`src/logic/scf_pkg.sv`:
```
/*
  Package for the system configuration frame block: frame layout, field
  positions, reset values and state encodings.
  Assumes nothing of its surroundings; every user writes scf_pkg::name.
*/
`default_nettype none
package scf_pkg;

  // frame length and counter sizing
  localparam int unsigned FRAME_BITS = 16;
  localparam int unsigned CNT_W      = 6;
  localparam logic [5:0]  CNT_MAX    = 6'h3F;

  // address field, top two bits of the frame
  localparam int unsigned ADDR_HI    = 15;
  localparam int unsigned ADDR_LO    = 14;
  localparam logic [1:0]  ADDR_SYSCFG = 2'h2;

  // control bits of the frame
  localparam int unsigned RRS_POS    = 13;
  localparam int unsigned NOWR_POS   = 12;

  // reserved bits that the host keeps at zero
  localparam int unsigned RSV_HI     = 11;
  localparam int unsigned RSV_LO     = 9;

  // stored configuration fields
  localparam int unsigned CFG_W      = 9;
  localparam int unsigned RLC_POS    = 8;
  localparam int unsigned AUX_HI     = 7;
  localparam int unsigned AUX_LO     = 6;
  localparam logic [8:0]  CFG_RESET  = 9'h000;

  // auxiliary supply codes
  localparam logic [1:0]  AUX_OFF    = 2'h0;
  localparam logic [1:0]  AUX_ON     = 2'h1;

  // rising-edge counts at which header bits have been sampled
  localparam logic [5:0]  CNT_ADDR_DONE = 6'h02;
  localparam logic [5:0]  CNT_RRS_DONE  = 6'h03;
  localparam logic [5:0]  CNT_FRAME     = 6'h10;

  // frame states, gray along idle -> active -> close
  typedef enum logic [1:0] {
    SCF_IDLE   = 2'h0,
    SCF_ACTIVE = 2'h1,
    SCF_CLOSE  = 2'h3
  } scf_state_t;

endpackage
`default_nettype wire

```
`src/logic/scf_frame_rx.sv`:
```
/*
  Serial frame receiver: edge detection on the serial clock, rising-edge
  counter and MSB-first shift register for one chip-select frame.
  Assumes serial pins already synchronous to clk_in and slower than clk_in/2.
*/
`timescale 1ns/1ps
`default_nettype none
module scf_frame_rx #(
  parameter int unsigned FRAME_BITS = scf_pkg::FRAME_BITS
) (
  input  wire logic                  clk_in,       // system clock
  input  wire logic                  nrst_in,      // async reset, low
  input  wire logic                  sck_in,       // serial clock
  input  wire logic                  mosi_in,      // serial data in
  input  wire logic                  cs_n_in,      // chip select, low
  output logic                       sck_rise_out, // one-cycle rise pulse
  output logic                       sck_fall_out, // one-cycle fall pulse
  output logic                       start_out,    // select asserted
  output logic                       end_out,      // select released
  output logic [scf_pkg::CNT_W-1:0]  count_out,    // rises in this frame
  output logic [FRAME_BITS-1:0]      word_out      // shifted-in bits
);

  // elaboration check: the saturating counter must reach past one frame
  if (FRAME_BITS < 4 || FRAME_BITS >= 63) begin : g_bad_frame_bits
    $error("scf_frame_rx: FRAME_BITS out of range");
  end

  logic                      sck_q;
  logic                      cs_n_q;
  logic [scf_pkg::CNT_W-1:0] cnt_q;
  logic [FRAME_BITS-1:0]     sh_q;

  // previous pin levels for edge detection
  always_ff @(posedge clk_in or negedge nrst_in) begin
    if (!nrst_in) begin
      sck_q  <= 1'b0;
      cs_n_q <= 1'b1;
    end else begin
      sck_q  <= sck_in;
      cs_n_q <= cs_n_in;
    end
  end

  assign start_out    = cs_n_q & ~cs_n_in;
  assign end_out      = ~cs_n_q & cs_n_in;
  // edges only count while selected
  assign sck_rise_out = ~cs_n_in & ~sck_q & sck_in;
  assign sck_fall_out = ~cs_n_in & sck_q & ~sck_in;

  // rise counter saturates so long frames never wrap back to sixteen
  always_ff @(posedge clk_in or negedge nrst_in) begin
    if (!nrst_in) begin
      cnt_q <= '0;
    end else if (start_out) begin
      cnt_q <= '0;
    end else if (sck_rise_out && cnt_q != scf_pkg::CNT_MAX) begin
      cnt_q <= cnt_q + 6'h01;
    end
  end

  // msb first; oldest bit ends at the top after a full frame
  always_ff @(posedge clk_in or negedge nrst_in) begin
    if (!nrst_in) begin
      sh_q <= '0;
    end else if (sck_rise_out) begin
      sh_q <= {sh_q[FRAME_BITS-2:0], mosi_in};
    end
  end

  assign count_out = cnt_q;
  assign word_out  = sh_q;

endmodule
`default_nettype wire

```
`src/logic/scf_sysconfig.sv`:
```
/*
  System configuration register reached through the serial frame port.
  Holds the stored configuration, returns the selected feedback word and
  flags frames whose clock count is not sixteen.
  Assumes a host master that holds select low for a whole frame, changes
  data on the falling clock edge and samples it on the rising edge, and
  pins that are already synchronous to clk_in.
*/
`timescale 1ns/1ps
`default_nettype none
// Behaviour
// - frames whose top two bits are 10 address this configuration register.
// - readback select one returns general purpose feedback register 0.
// - readback select zero returns the configuration feedback, settings in force.
// - no-write flag one returns the selected word, configuration unchanged.
// - no-write flag zero returns the selected word and stores the frame.
// - frames not exactly sixteen clocks are ignored and flagged.
// - reset length select bit 8 set chooses the long lengthening time.
// - aux supply code 01 is continuously on, 00 is off.
module scf_sysconfig #(
  parameter int unsigned FRAME_BITS = scf_pkg::FRAME_BITS
) (
  input  wire logic                    clk_in,          // system clock
  input  wire logic                    nrst_in,         // async reset, low
  input  wire logic                    sck_in,          // serial clock
  input  wire logic                    mosi_in,         // serial data in
  input  wire logic                    cs_n_in,         // chip select, low
  input  wire logic [FRAME_BITS-1:0]   gp_feedback0_in, // general feedback 0
  output logic                         miso_out,        // serial data out
  output logic                         miso_oe_out,     // data out enable
  output logic                         count_fail_out,  // bad clock count
  output logic                         reset_length_select_out, // long time
  output logic [1:0]                   aux_supply_control_out,  // aux code
  output logic                         aux_supply_on_out,       // aux on
  output logic [scf_pkg::CFG_W-1:0]    config_out       // stored settings
);

  // elaboration check: the field map below is only laid out for sixteen bits
  if (FRAME_BITS != scf_pkg::FRAME_BITS) begin : g_bad_frame_bits
    $error("scf_sysconfig: frame layout is fixed at sixteen bits");
  end

  logic                      rise;
  logic                      fall;
  logic                      start;
  logic                      fin;
  logic [scf_pkg::CNT_W-1:0] cnt;
  logic [FRAME_BITS-1:0]     word;

  scf_frame_rx #(
    .FRAME_BITS (FRAME_BITS)
  ) u_rx (
    .clk_in       (clk_in),
    .nrst_in      (nrst_in),
    .sck_in       (sck_in),
    .mosi_in      (mosi_in),
    .cs_n_in      (cs_n_in),
    .sck_rise_out (rise),
    .sck_fall_out (fall),
    .start_out    (start),
    .end_out      (fin),
    .count_out    (cnt),
    .word_out     (word)
  );

  scf_pkg::scf_state_t state_q;
  scf_pkg::scf_state_t state_d;

  logic                      hit_q;      // address matched this register
  logic                      rrs_q;      // readback select of this frame
  logic                      nowr_q;     // no-write flag of this frame
  logic [scf_pkg::CFG_W-1:0] cfg_q;
  logic [FRAME_BITS-1:0]     reply;
  logic                      miso_q;
  logic                      oe_q;
  logic                      fail_q;
  logic                      good_len;
  logic                      in_frame;   // select fell, not yet released
  logic                      commit;     // store this frame's settings
  logic                      aon_q;      // aux supply plainly on
  logic [3:0]                tx_idx;

  // index of the first reply bit; the shift below walks down from here
  localparam logic [3:0] LAST_IDX = 4'(FRAME_BITS - 1);

  // frame sequencing
  always_comb begin
    state_d = state_q;
    case (state_q)
      scf_pkg::SCF_IDLE: begin
        if (start) begin
          state_d = scf_pkg::SCF_ACTIVE;
        end
      end
      scf_pkg::SCF_ACTIVE: begin
        if (fin) begin
          state_d = scf_pkg::SCF_CLOSE;
        end
      end
      scf_pkg::SCF_CLOSE: begin
        // a new select may already fall in the closing cycle
        if (start) begin
          state_d = scf_pkg::SCF_ACTIVE;
        end else begin
          state_d = scf_pkg::SCF_IDLE;
        end
      end
      default: begin
        state_d = scf_pkg::SCF_IDLE;
      end
    endcase
  end

  // state register; the state only gates the commit, decode runs off the counter
  always_ff @(posedge clk_in or negedge nrst_in) begin
    if (!nrst_in) begin
      state_q <= scf_pkg::SCF_IDLE;
    end else begin
      state_q <= state_d;
    end
  end

  // header decode as the bits arrive
  // bit 12 goes out right after bit 13 lands, so the select cannot wait for frame end
  always_ff @(posedge clk_in or negedge nrst_in) begin
    if (!nrst_in) begin
      hit_q  <= 1'b0;
      rrs_q  <= 1'b0;
      nowr_q <= 1'b1;
    end else if (start) begin
      hit_q  <= 1'b0;
      rrs_q  <= 1'b0;
      nowr_q <= 1'b1;
    end else if (rise && cnt == scf_pkg::CNT_ADDR_DONE - 6'h01) begin
      hit_q <= ({word[0], mosi_in} == scf_pkg::ADDR_SYSCFG);
    end else if (rise && cnt == scf_pkg::CNT_RRS_DONE - 6'h01) begin
      rrs_q <= mosi_in;
    end else if (rise && cnt == scf_pkg::CNT_RRS_DONE) begin
      nowr_q <= mosi_in;
    end
  end

  assign good_len = (cnt == scf_pkg::CNT_FRAME);
  // a release with no matching select fall never writes; select low through reset still counts as a fall
  assign in_frame = (state_q == scf_pkg::SCF_ACTIVE);
  // nothing is stored before select rises, so a cut frame leaves the settings whole
  assign commit   = fin && in_frame && good_len && hit_q && !nowr_q;

  // commit only on a full sixteen-clock frame to this register
  always_ff @(posedge clk_in or negedge nrst_in) begin
    if (!nrst_in) begin
      cfg_q <= scf_pkg::CFG_RESET;
    end else if (commit) begin
      cfg_q <= word[scf_pkg::CFG_W-1:0];
    end
  end

  // plain-on decode held in its own flop so the pin comes straight from a register
  // reset settings hold code 00, which is off
  always_ff @(posedge clk_in or negedge nrst_in) begin
    if (!nrst_in) begin
      aon_q <= 1'b0;
    end else if (commit) begin
      aon_q <= (word[scf_pkg::AUX_HI:scf_pkg::AUX_LO] == scf_pkg::AUX_ON);
    end
  end

  // count failure pulse for any frame, whatever its address
  // a pulse only; any sticky flag and its interrupt sit outside this block
  always_ff @(posedge clk_in or negedge nrst_in) begin
    if (!nrst_in) begin
      fail_q <= 1'b0;
    end else begin
      fail_q <= fin && !good_len;
    end
  end

  // reply word: address echo, zero, then the selected feedback
  // bit 13 leaves before readback select is sampled, so it is always zero
  always_comb begin
    reply = '0;
    reply[scf_pkg::ADDR_HI:scf_pkg::ADDR_LO] = scf_pkg::ADDR_SYSCFG;
    if (rrs_q) begin
      reply[scf_pkg::NOWR_POS:0] = gp_feedback0_in[scf_pkg::NOWR_POS:0];
    end else begin
      reply[scf_pkg::CFG_W-1:0] = cfg_q;
    end
  end

  // next bit to present is indexed by rises seen so far
  assign tx_idx = LAST_IDX - cnt[3:0];

  // data out changes on falling edges; the first bit is ready at select
  always_ff @(posedge clk_in or negedge nrst_in) begin
    if (!nrst_in) begin
      miso_q <= 1'b0;
    end else if (start) begin
      miso_q <= reply[scf_pkg::ADDR_HI];
    end else if (fall && cnt < scf_pkg::CNT_FRAME) begin
      miso_q <= reply[tx_idx];
    end
  end

  // drive the data line only while selected so other slaves may share it
  always_ff @(posedge clk_in or negedge nrst_in) begin
    if (!nrst_in) begin
      oe_q <= 1'b0;
    end else begin
      oe_q <= ~cs_n_in;
    end
  end

  // output pins, all straight from registers
  assign miso_out                = miso_q;
  assign miso_oe_out             = oe_q;
  assign count_fail_out          = fail_q;
  assign config_out              = cfg_q;
  assign reset_length_select_out = cfg_q[scf_pkg::RLC_POS];
  assign aux_supply_control_out  = cfg_q[scf_pkg::AUX_HI:scf_pkg::AUX_LO];
  // cyclic codes leave the plain on level low; the cycler reads the code
  assign aux_supply_on_out       = aon_q;

endmodule
`default_nettype wire

```
`config.mk`:
```
export PLATFORM = sky130hd
export DESIGN_NAME = scf_sysconfig
export DESIGN_NICKNAME = d
export VERILOG_FILES = /design/src/logic/scf_pkg.sv /design/src/logic/scf_frame_rx.sv /design/src/logic/scf_sysconfig.sv
export SDC_FILE = /design/constraint.sdc
export NUM_CORES = 1
export LEC_CHECK = 0
export ABC_AREA = 0
export BUFFER_PORTS_ARGS = -buffer_cell sky130_fd_sc_hd__buf_2
export CORE_MARGIN = 1
export CORE_UTILIZATION = 58
export DETAILED_ROUTE_END_ITERATION = 8
export GPL_TIMING_DRIVEN = 0
export PLACE_DENSITY = 0.8
export SLEW_MARGIN = 10
export SYNTH_ARGS = -nofsm -noshare
export SYNTH_HDL_FRONTEND = slang
export SYNTH_SLANG_ARGS = --single-unit
```
`constraint.sdc`:
```
create_clock -name clk_in -period 3.1 [get_ports clk_in]
set_input_delay 0.31 -clock clk_in [delete_from_list [all_inputs] [get_ports clk_in]]
set_output_delay 0.31 -clock clk_in [all_outputs]
set_load 0.02 [all_outputs]
```
======== After elaboration in Yosys (flattened, before gate mapping) ========
Cells that the tools add are included.
word-level totals
  logic and storage cells ................. 82
  bits in registers ....................... 35
cells by class
  eq/ne operators ......................... 13
  mux-type cells .......................... 21
  add/subtract/negate cells ............... 2
  $lt $le $gt $ge ......................... 2
  bitwise gates (word level) .............. 10
  reduce and logical (&&, ||, !) cells .... 21
operators with widths
  cell                                                         count
  2-to-1 mux 1 bit                                             13
  == test 6 x 2 -> 1 bit (second input constant)               2
  2-to-1 mux 6 bit                                             2
  logical AND 1 bit                                            10
  nonzero test 2 bit                                           5
  2-to-1 mux 9 bit                                             1
  != test 2 bit (second input constant)                        4
  adder 6 x 1 -> 6 bit (second input constant)                 1
  bitwise AND 1 bit                                            6
  == test 6 x 1 -> 1 bit (second input constant)               1
  == test 6 x 5 -> 1 bit (second input constant)               1
  less-than comparator 6 x 5 -> 1 bit (second input constant)  1
  != test 6 bit (second input constant)                        1
  case mux 2 bit (3 select lines)                              1
  less-than comparator 4 x 5 -> 1 bit (second input constant)  1
  binary-select mux 1 bit (select 4 bit)                       1
  == test 2 x 1 -> 1 bit (second input constant)               2
  == test 2 bit (second input constant)                        2
  2-to-1 mux 2 bit                                             2
  2-to-1 mux 4 bit                                             1
  inverter 1 bit                                               4
  AND reduction 2 bit                                          2
  subtractor 4 bit (first input constant)                      1
  AND reduction 3 bit                                          1
  other kinds (2)                                              3

======== Logic depth before layout (Yosys ltp) ========
Gate-level depths: netlist of run 1.
  depth after elaboration ................. 8
  mapped depth ............................ 7

======== By module ========
Synthesis of run 1 repeated with hierarchy kept, for this count alone.
second synthesis, totals
  cells, all modules ...................... 158
  area, all modules ....................... 2023.2 µm²
modules (own cells, without submodules)
  module         area an instance (µm²)  cells an instance  instances
  scf_frame_rx   1042.2                  75                 1
  scf_sysconfig  980.9                   83                 1

======== Worst setup path after synthesis of run 1 ========
No wires, ideal clock.
  path kind ............................... reg-to-reg
  start ................................... reg u_rx.cnt_q, in the netlist u_rx.count_out[0]
  end ..................................... reg aon_q (netlist: aux_supply_on_out)
  path slack .............................. 1314 ps
  clock period less this slack ............ 1786 ps
  cell stages (with the launch flop) ...... 8
  path buffers ............................ 2
  data required time ...................... 2975 ps
  data arrival time ....................... 1661 ps
  cells stage by stage .................... dfrtp_1 -> buf_2 -> inv_1 -> ha_1 -> nand3_1 -> and4bb_1 -> buf_6 -> mux2_4
between the ends
  cells in the longest elaborated chain, start to end .. 4
RTL lines
  element                         RTL line              source
  start, declared                 scf_frame_rx.sv:31    logic [scf_pkg::CNT_W-1:0] cnt_q;
  start signal, assigned          scf_frame_rx.sv:58    cnt_q <= cnt_q + 6'h01;
  == test 6 x 5 -> 1 bit          scf_sysconfig.sv:143  assign good_len = (cnt == scf_pkg::CNT_FRAME);
  logical AND 1 bit (3 in a row)  scf_sysconfig.sv:147  assign commit = fin && in_frame && good_len && hit_q && !nowr_q;
  end signal, assigned            scf_sysconfig.sv:164  aon_q <= (word[scf_pkg::AUX_HI:scf_pkg::AUX_LO] == scf_pkg::AUX_ON);
  end, declared                   scf_sysconfig.sv:80   logic aon_q;
No other way between the ends.
A chain may end at the register's enable or synchronous reset.

======== Final worst setup path of run 1 ========
  start ................................... reg u_rx.cnt_q, in the netlist u_rx.count_out[1]
  end ..................................... reg cfg_q, in the netlist config_out[6]
between the ends
  cells in the longest elaborated chain, start to end .. 4
RTL lines
  element                         RTL line              source
  == test 6 x 5 -> 1 bit          scf_sysconfig.sv:143
  logical AND 1 bit (3 in a row)  scf_sysconfig.sv:147
  end signal, assigned            scf_sysconfig.sv:152  cfg_q <= scf_pkg::CFG_RESET;
  end signal, assigned            scf_sysconfig.sv:154  cfg_q <= word[scf_pkg::CFG_W-1:0];
  end, declared                   scf_sysconfig.sv:72   logic [scf_pkg::CFG_W-1:0] cfg_q;
No other way between the ends.

==> impl_metrics.toml, run 1 <==
[clock_network]
post_cts_buffers = 0
clkTransAtPathRegs_ns = 0.11
cts_made_buffers = 5
cts_root_buffer = "clkbuf_4"
cts_resized = 0
numClockSinks = 35
postCtsHoldBufs = 0
insertion_delay_ns = 0.35
cts.htree.levels = 2
cts_tree = "yes"
clockBufferDepth = 2

[critical_path]
path_class = "flop to flop"
reg2reg_depth = 7
cp.arrival_ns = 2.31
required_ns = 3.33
cp-start-kind = "flop"
cp_max_fo = 10
crit_path_end_kind = "flop"

[placed_design]
dpl.hpwl_um = 2531
routabilityCongestion = 0.8472
pre_cts_ws_ns = 1.051
post_dp_cell_area_mm2 = 0.002047
port_buffers = 33

[sta]
slew_violations = 0
min_period_over_period = 0.6714
timing.hold.ws_ns = 0.01628
rsz0062_at_grt = "no"
finalSetupViolations = 0
relSlewSlack = 0.4974
layout_min_cycle_time_ns = 2.081
worst_pin_slew_ns = 0.7540
skew_ns = 0.01348
maxClockFrequency_mhz = 480.5
hold_viol = 0
final.setup.worst_slack_ns = 1.019
setup_tns_ns = 0

[synthesis]
yosysTopAreaCellShare = 0.4521
synth_cell_types = 42
synth_area_mm2 = 0.001827
yosys_warnings = 0
syn_area_per_cell_um2 = 12.26
synth_edf_count = 0
synthFlopType = "dfrtp_1"
synth_top_cell_by_area = "dfrtp_1"
synth_area_leaders = "dfrtp_1 45%, mux2_4 8.2%, mux2_2 6.8%, mux4_2 3.7%, dfstp_2 2.9%"
ys_ff_latch = 35
synth-async-reset-ratio = 1.000
synthCells = 149
synthTopCellsByCount = "33 x dfrtp_1, 11 x mux2_2, 10 x mux2_4, 10 x nor2_1, 8 x nand3_1"
yosysMostFrequentCell = "dfrtp_1"
synthesis.nets = 174
ys_seq_area_frac = 0.4808

[grt]
grtUsageTotal = 0.2253
grt_pass1_vias = 1203
grt_pass1_wl_um = 5609
grt-ovfl-total = 0
grt_antenna_before_repair = 0
grt_max_degree = 36

[finish]
n_antenna_cell = 0
final_util = 0.6926
final_nets = 214
nFillCells = 248
area_growth_syn_to_layout_pct = 14.79
drive_gt1_frac = 0.4105
fin_area_mm2 = 0.002097
multi_input_area_um2 = 850.8
regArea_um2 = 878.3

[floorplanning]
die_h_um = 58.12
start_util = 0.6033
design.core.area_mm2 = 0.003028
dieArea_mm2 = 0.003378
rows = 20
die_w_um = 58.12
io_pins = 37

[pwr]
p_leak_nw = 1.018
netSwitchingPower_mw = 0.2771
ir_drop_uv = 404.9
p_comb_frac = 0.174
power_frac_seq = 0.586
swShare = 0.2844
clkPwrFrac = 0.240
cellPowerDensity_mw_per_mm2 = 464.6
p_int_mw = 0.6972

[routing]
antenna_left = 0
drt_wl_total_um = 3439
vias = 1273
wl_per_cell_um = 14.70
first_pass_iters = 4
first_iter_violations = 45
remaining_drc_errors = 0
avgViaCountPerCell = 5.440

[run_status]
status = "complete, no violations"

[run]
cap_violations = 0

[worst_hold_path]
hold_path.class = "input pin to asynchronous set/reset pin"
[state kept, by name, indices dropped and copies added (netlist names)]
signal             flops
config_out             9
u_rx.sck_q             1
miso_out               1
state_q                2
nowr_q                 1
miso_oe_out            1
u_rx.word_out          9
rrs_q                  1
hit_q                  1
u_rx.count_out         6
aux_supply_on_out      1
count_fail_out         1
u_rx.cs_n_q            1
[stage by stage]
stage | std cells | power [mW]
2_1_floorplan | 149 | 0.6876
3_3_place_gp | 226 | 0.7369
3_5_place_dp | 226 | 0.7525
4_1_cts | 234 | 0.9835
5_1_grt | 234 | 1.027
6_report | 234 | 0.9743
[metal layers]
metal,vias up,routed length [um],global-route usage
li1,612,-,-
met4,0,63,0.09524
met5,-,0,0
met2,35,1649,0.3481
met3,8,180,0.05134
met1,618,1546,0.3069
[kinds of logic (layout without fill, tap and decap cells)]
group,Yosys count,in the layout,share of synthesized area
mux,29,29,0.2144
simple gates,46,46,0.1432
flops,35,35,0.4808
buf+inv,16,57,0.05342
compound gates,15,15,0.06164
xor+xnor,4,4,0.01918
fa+ha+maj,4,4,0.02740
[power groups by stage]
stage	combinational (mW)	clock, mW	sequential (mW)
3_5_place_dp	0.171	0	0.581
6_report	0.170	0.234	0.571
5_1_grt	0.190	0.257	0.581
3_3_place_gp	0.164	0	0.573
2_1_floorplan	0.121	0	0.567
4_1_cts	0.172	0.240	0.571
[worst max-delay path: stages (launching register included)]
cell	delay [ns]
dfrtp_1	0.39
clkbuf_1	0.35
inv_1	0.19
ha_1	0.26
nand3_1	0.09
and4bb_1	0.22
buf_6	0.16
mux2_4	0.30
[area by class of cell]
| type | count | share of cell area |
|---|---|---|
| repair buffers | 33 | 0.07876 |
| plain buffers | 11 | 0.03759 |
| clock inverters | 1 | 0.002387 |
| clock buffers | 7 | 0.02148 |
| inverters | 5 | 0.008950 |
| multi-input cells | 98 | 0.4057 |
| flip-flops and latches | 35 | 0.4189 |
| well taps | 44 | 0.02625 |
[cell usage in the layout (no fill, tap or decap), types with 2 or more instances in the layout]
cell | netlist | routed
clkbuf_4 | 0 | 5
nand3_1 | 8 | 8
buf_2 | 3 | 36
buf_4 | 5 | 5
and3_1 | 2 | 2
nor3b_2 | 2 | 2
ha_1 | 4 | 4
inv_1 | 5 | 5
mux4_2 | 3 | 3
mux2_4 | 10 | 10
nor4_1 | 2 | 2
nor2b_1 | 4 | 4
nand4_1 | 2 | 2
nor2_1 | 10 | 10
xor2_1 | 3 | 3
nand2b_1 | 3 | 3
o311ai_0 | 2 | 2
o211ai_1 | 2 | 2
buf_6 | 2 | 2
nand2_1 | 7 | 7
dfrtp_1 | 33 | 33
dfstp_2 | 2 | 2
clkbuf_1 | 1 | 3
mux2_2 | 11 | 11
mux2i_1 | 5 | 5
[path summary, 6_finish.rpt]
| kind | from | endpoint | slack [ns] |
|---|---|---|---|
| worst min-delay path | nrst_in | u_rx.sck_q | 0.02 |
| worst max-delay path | u_rx.count_out[1] | config_out[6] | 1.02 |
| worst min register to register | state_q[1] | state_q[1] | 0.48 |
| min in group clk_in | sck_in | u_rx.sck_q | 0.09 |
| max in group asynchronous | nrst_in | config_out[4] | 2.59 |
| worst max register to register | u_rx.count_out[1] | config_out[6] | 1.02 |
No activity file was read; power rests on OpenSTA's default activity.
==> inputs of run 2 (changes only) <==
- CORE_UTILIZATION: 58 -> 54
- PLACE_DENSITY: 0.8 -> 0.75
- clock period: 3.1 -> 2.01 ns (I/O delays scaled with it)
==> impl_metrics.toml, run 2 (synthesis results as in run 1) <==
[floorplanning]
start_util = 0.5840
die_w_um = 60.16
die_h_um = 60.16
design.core.area_mm2 = 0.003128
rows = 20
io_pins = 37
dieArea_mm2 = 0.003619

[grt]
grt_max_degree = 36
grtUsageTotal = 0.2345
grt_antenna_before_repair = 0
grt_pass1_vias = 1273
grt-ovfl-total = 0
grt_pass1_wl_um = 5927

[clock_network]
numClockSinks = 35
cts_made_buffers = 5
clockBufferDepth = 2
cts.htree.levels = 2
cts_root_buffer = "clkbuf_4"
cts_tree = "yes"
insertion_delay_ns = 0.34
post_cts_buffers = 0
clkTransAtPathRegs_ns = 0.10

[placed_design]
post_dp_cell_area_mm2 = 0.002047
dpl.hpwl_um = 2562
port_buffers = 33
pre_cts_ws_ns = -0.009427
routabilityCongestion = 0.8004
place_inst = 226

[sta]
maxClockFrequency_mhz = 528.7
rsz0062_at_grt = "no"
layout_min_cycle_time_ns = 1.891
worst_pin_slew_ns = 0.7627
setup_tns_ns = 0
min_period_over_period = 0.9410
skew_ns = 0.005005
relSlewSlack = 0.4915
finalSetupViolations = 0
hold_viol = 0
slew_violations = 0
final.setup.worst_slack_ns = 0.1187

[routing]
remaining_drc_errors = 0
first_pass_iters = 4
avgViaCountPerCell = 5.381
drt_wl_total_um = 3591
wl_per_cell_um = 15.22
vias = 1270
first_iter_violations = 40
antenna_left = 0

[critical_path]
required_ns = 2.25
cp_slowest_cell = "dfrtp_1"
worst-path-buf-inv = 2
path_class = "flop to flop"
path_cells = "inv_2 > ha_1 > nand3_1 > and4bb_2 > buf_4 > mux2_4"
cp.arrival_ns = 2.13
cpPeakStageDelay_ns = 0.53
cpLargestDelayFamily = "flip-flops"
cp_max_fo = 12
cp-start-kind = "flop"
crit_path_end_kind = "flop"

[finish]
area_growth_syn_to_layout_pct = 17.67
n_antenna_cell = 0
mostFrequentLayoutCell = "buf_2"
fin_area_mm2 = 0.002150
final_nets = 216
layout_common_cells = "35 x buf_2, 32 x dfrtp_1, 11 x mux2_2, 10 x mux2_4, 10 x nor2_1"
fin_cells = 236
drive_gt1_frac = 0.4375

[pwr]
p_leak_nw = 1.034
cellPowerDensity_mw_per_mm2 = 732.9
ir_drop_uv = 510.3

[run_status]
status = "complete, no violations"

[worst_hold_path]
hold_path.class = "input pin to flop"

[run]
cap_violations = 0
-- run 2: worst min-delay path: cells and delay by family --
kind | cells | cell delay, ns
muxes | 1 | 0.07
and+or+nand+nor | 1 | 0.07
buffers and inverters | 1 | 0.11
-- run 2: path summary, 6_finish.rpt --
check                                        from                end  slack [ns]  cells past startpoint
worst max register to register  u_rx.count_out[1]      config_out[6]        0.12                      6
worst min register to register         state_q[1]         state_q[1]        0.50                      1
min in group asynchronous                 nrst_in     count_fail_out        0.45                      2
worst max-delay path            u_rx.count_out[1]      config_out[6]        0.12                      6
worst min-delay path                      mosi_in             nowr_q        0.14                      3
max in group asynchronous                 nrst_in  u_rx.count_out[0]        1.04                      2
-- run 2: power breakdown --
part | internal [mW] | total (mW) | switching, mW
Sequential | 0.802 | 0.900 | 0.0973
Clock | 0.204 | 0.438 | 0.234
Combinational | 0.137 | 0.238 | 0.100
-- run 2: final cells by class --
type,instances,area [um2]
plain buffers,9,70.07
multi-input cells,98,850.8
clock inverters,1,7.507
repair buffers,37,202.7
flip-flops and latches,35,879.6
clock buffers,7,65.06
well taps,44,55.05
inverters,5,18.77
fillers,260,978.4
-- run 2: per-layer routing --
layer	track usage	share of wire	vias up
met5	0	0	-
met4	0.09967	0.019	0
met3	0.06710	0.042	7
met2	0.3736	0.49	29
met1	0.2961	0.45	618
li1	-	-	616
-- run 2: stage by stage --
stage | hold slack (ns) | util | power [mW]
after global placement | 0.3058 | 0.6544 | 1.139
final | 0.1386 | 0.6872 | 1.575
after detailed placement | 0.3170 | 0.6544 | 1.156
after global routing | 0.1384 | 0.6872 | 1.667
after floorplan | -0.09459 | - | 1.061
after CTS | 0.1234 | 0.6888 | 1.605
-- run 2: timing repair --
item                                   4_1_cts  5_1_grt
cloned                                       1        0
hold buffers                                 3        0
resized for setup                            5        0
setup endpoints to repair                   10       10
endpoints found under the hold margin       35        0
pin swaps                                    0        0
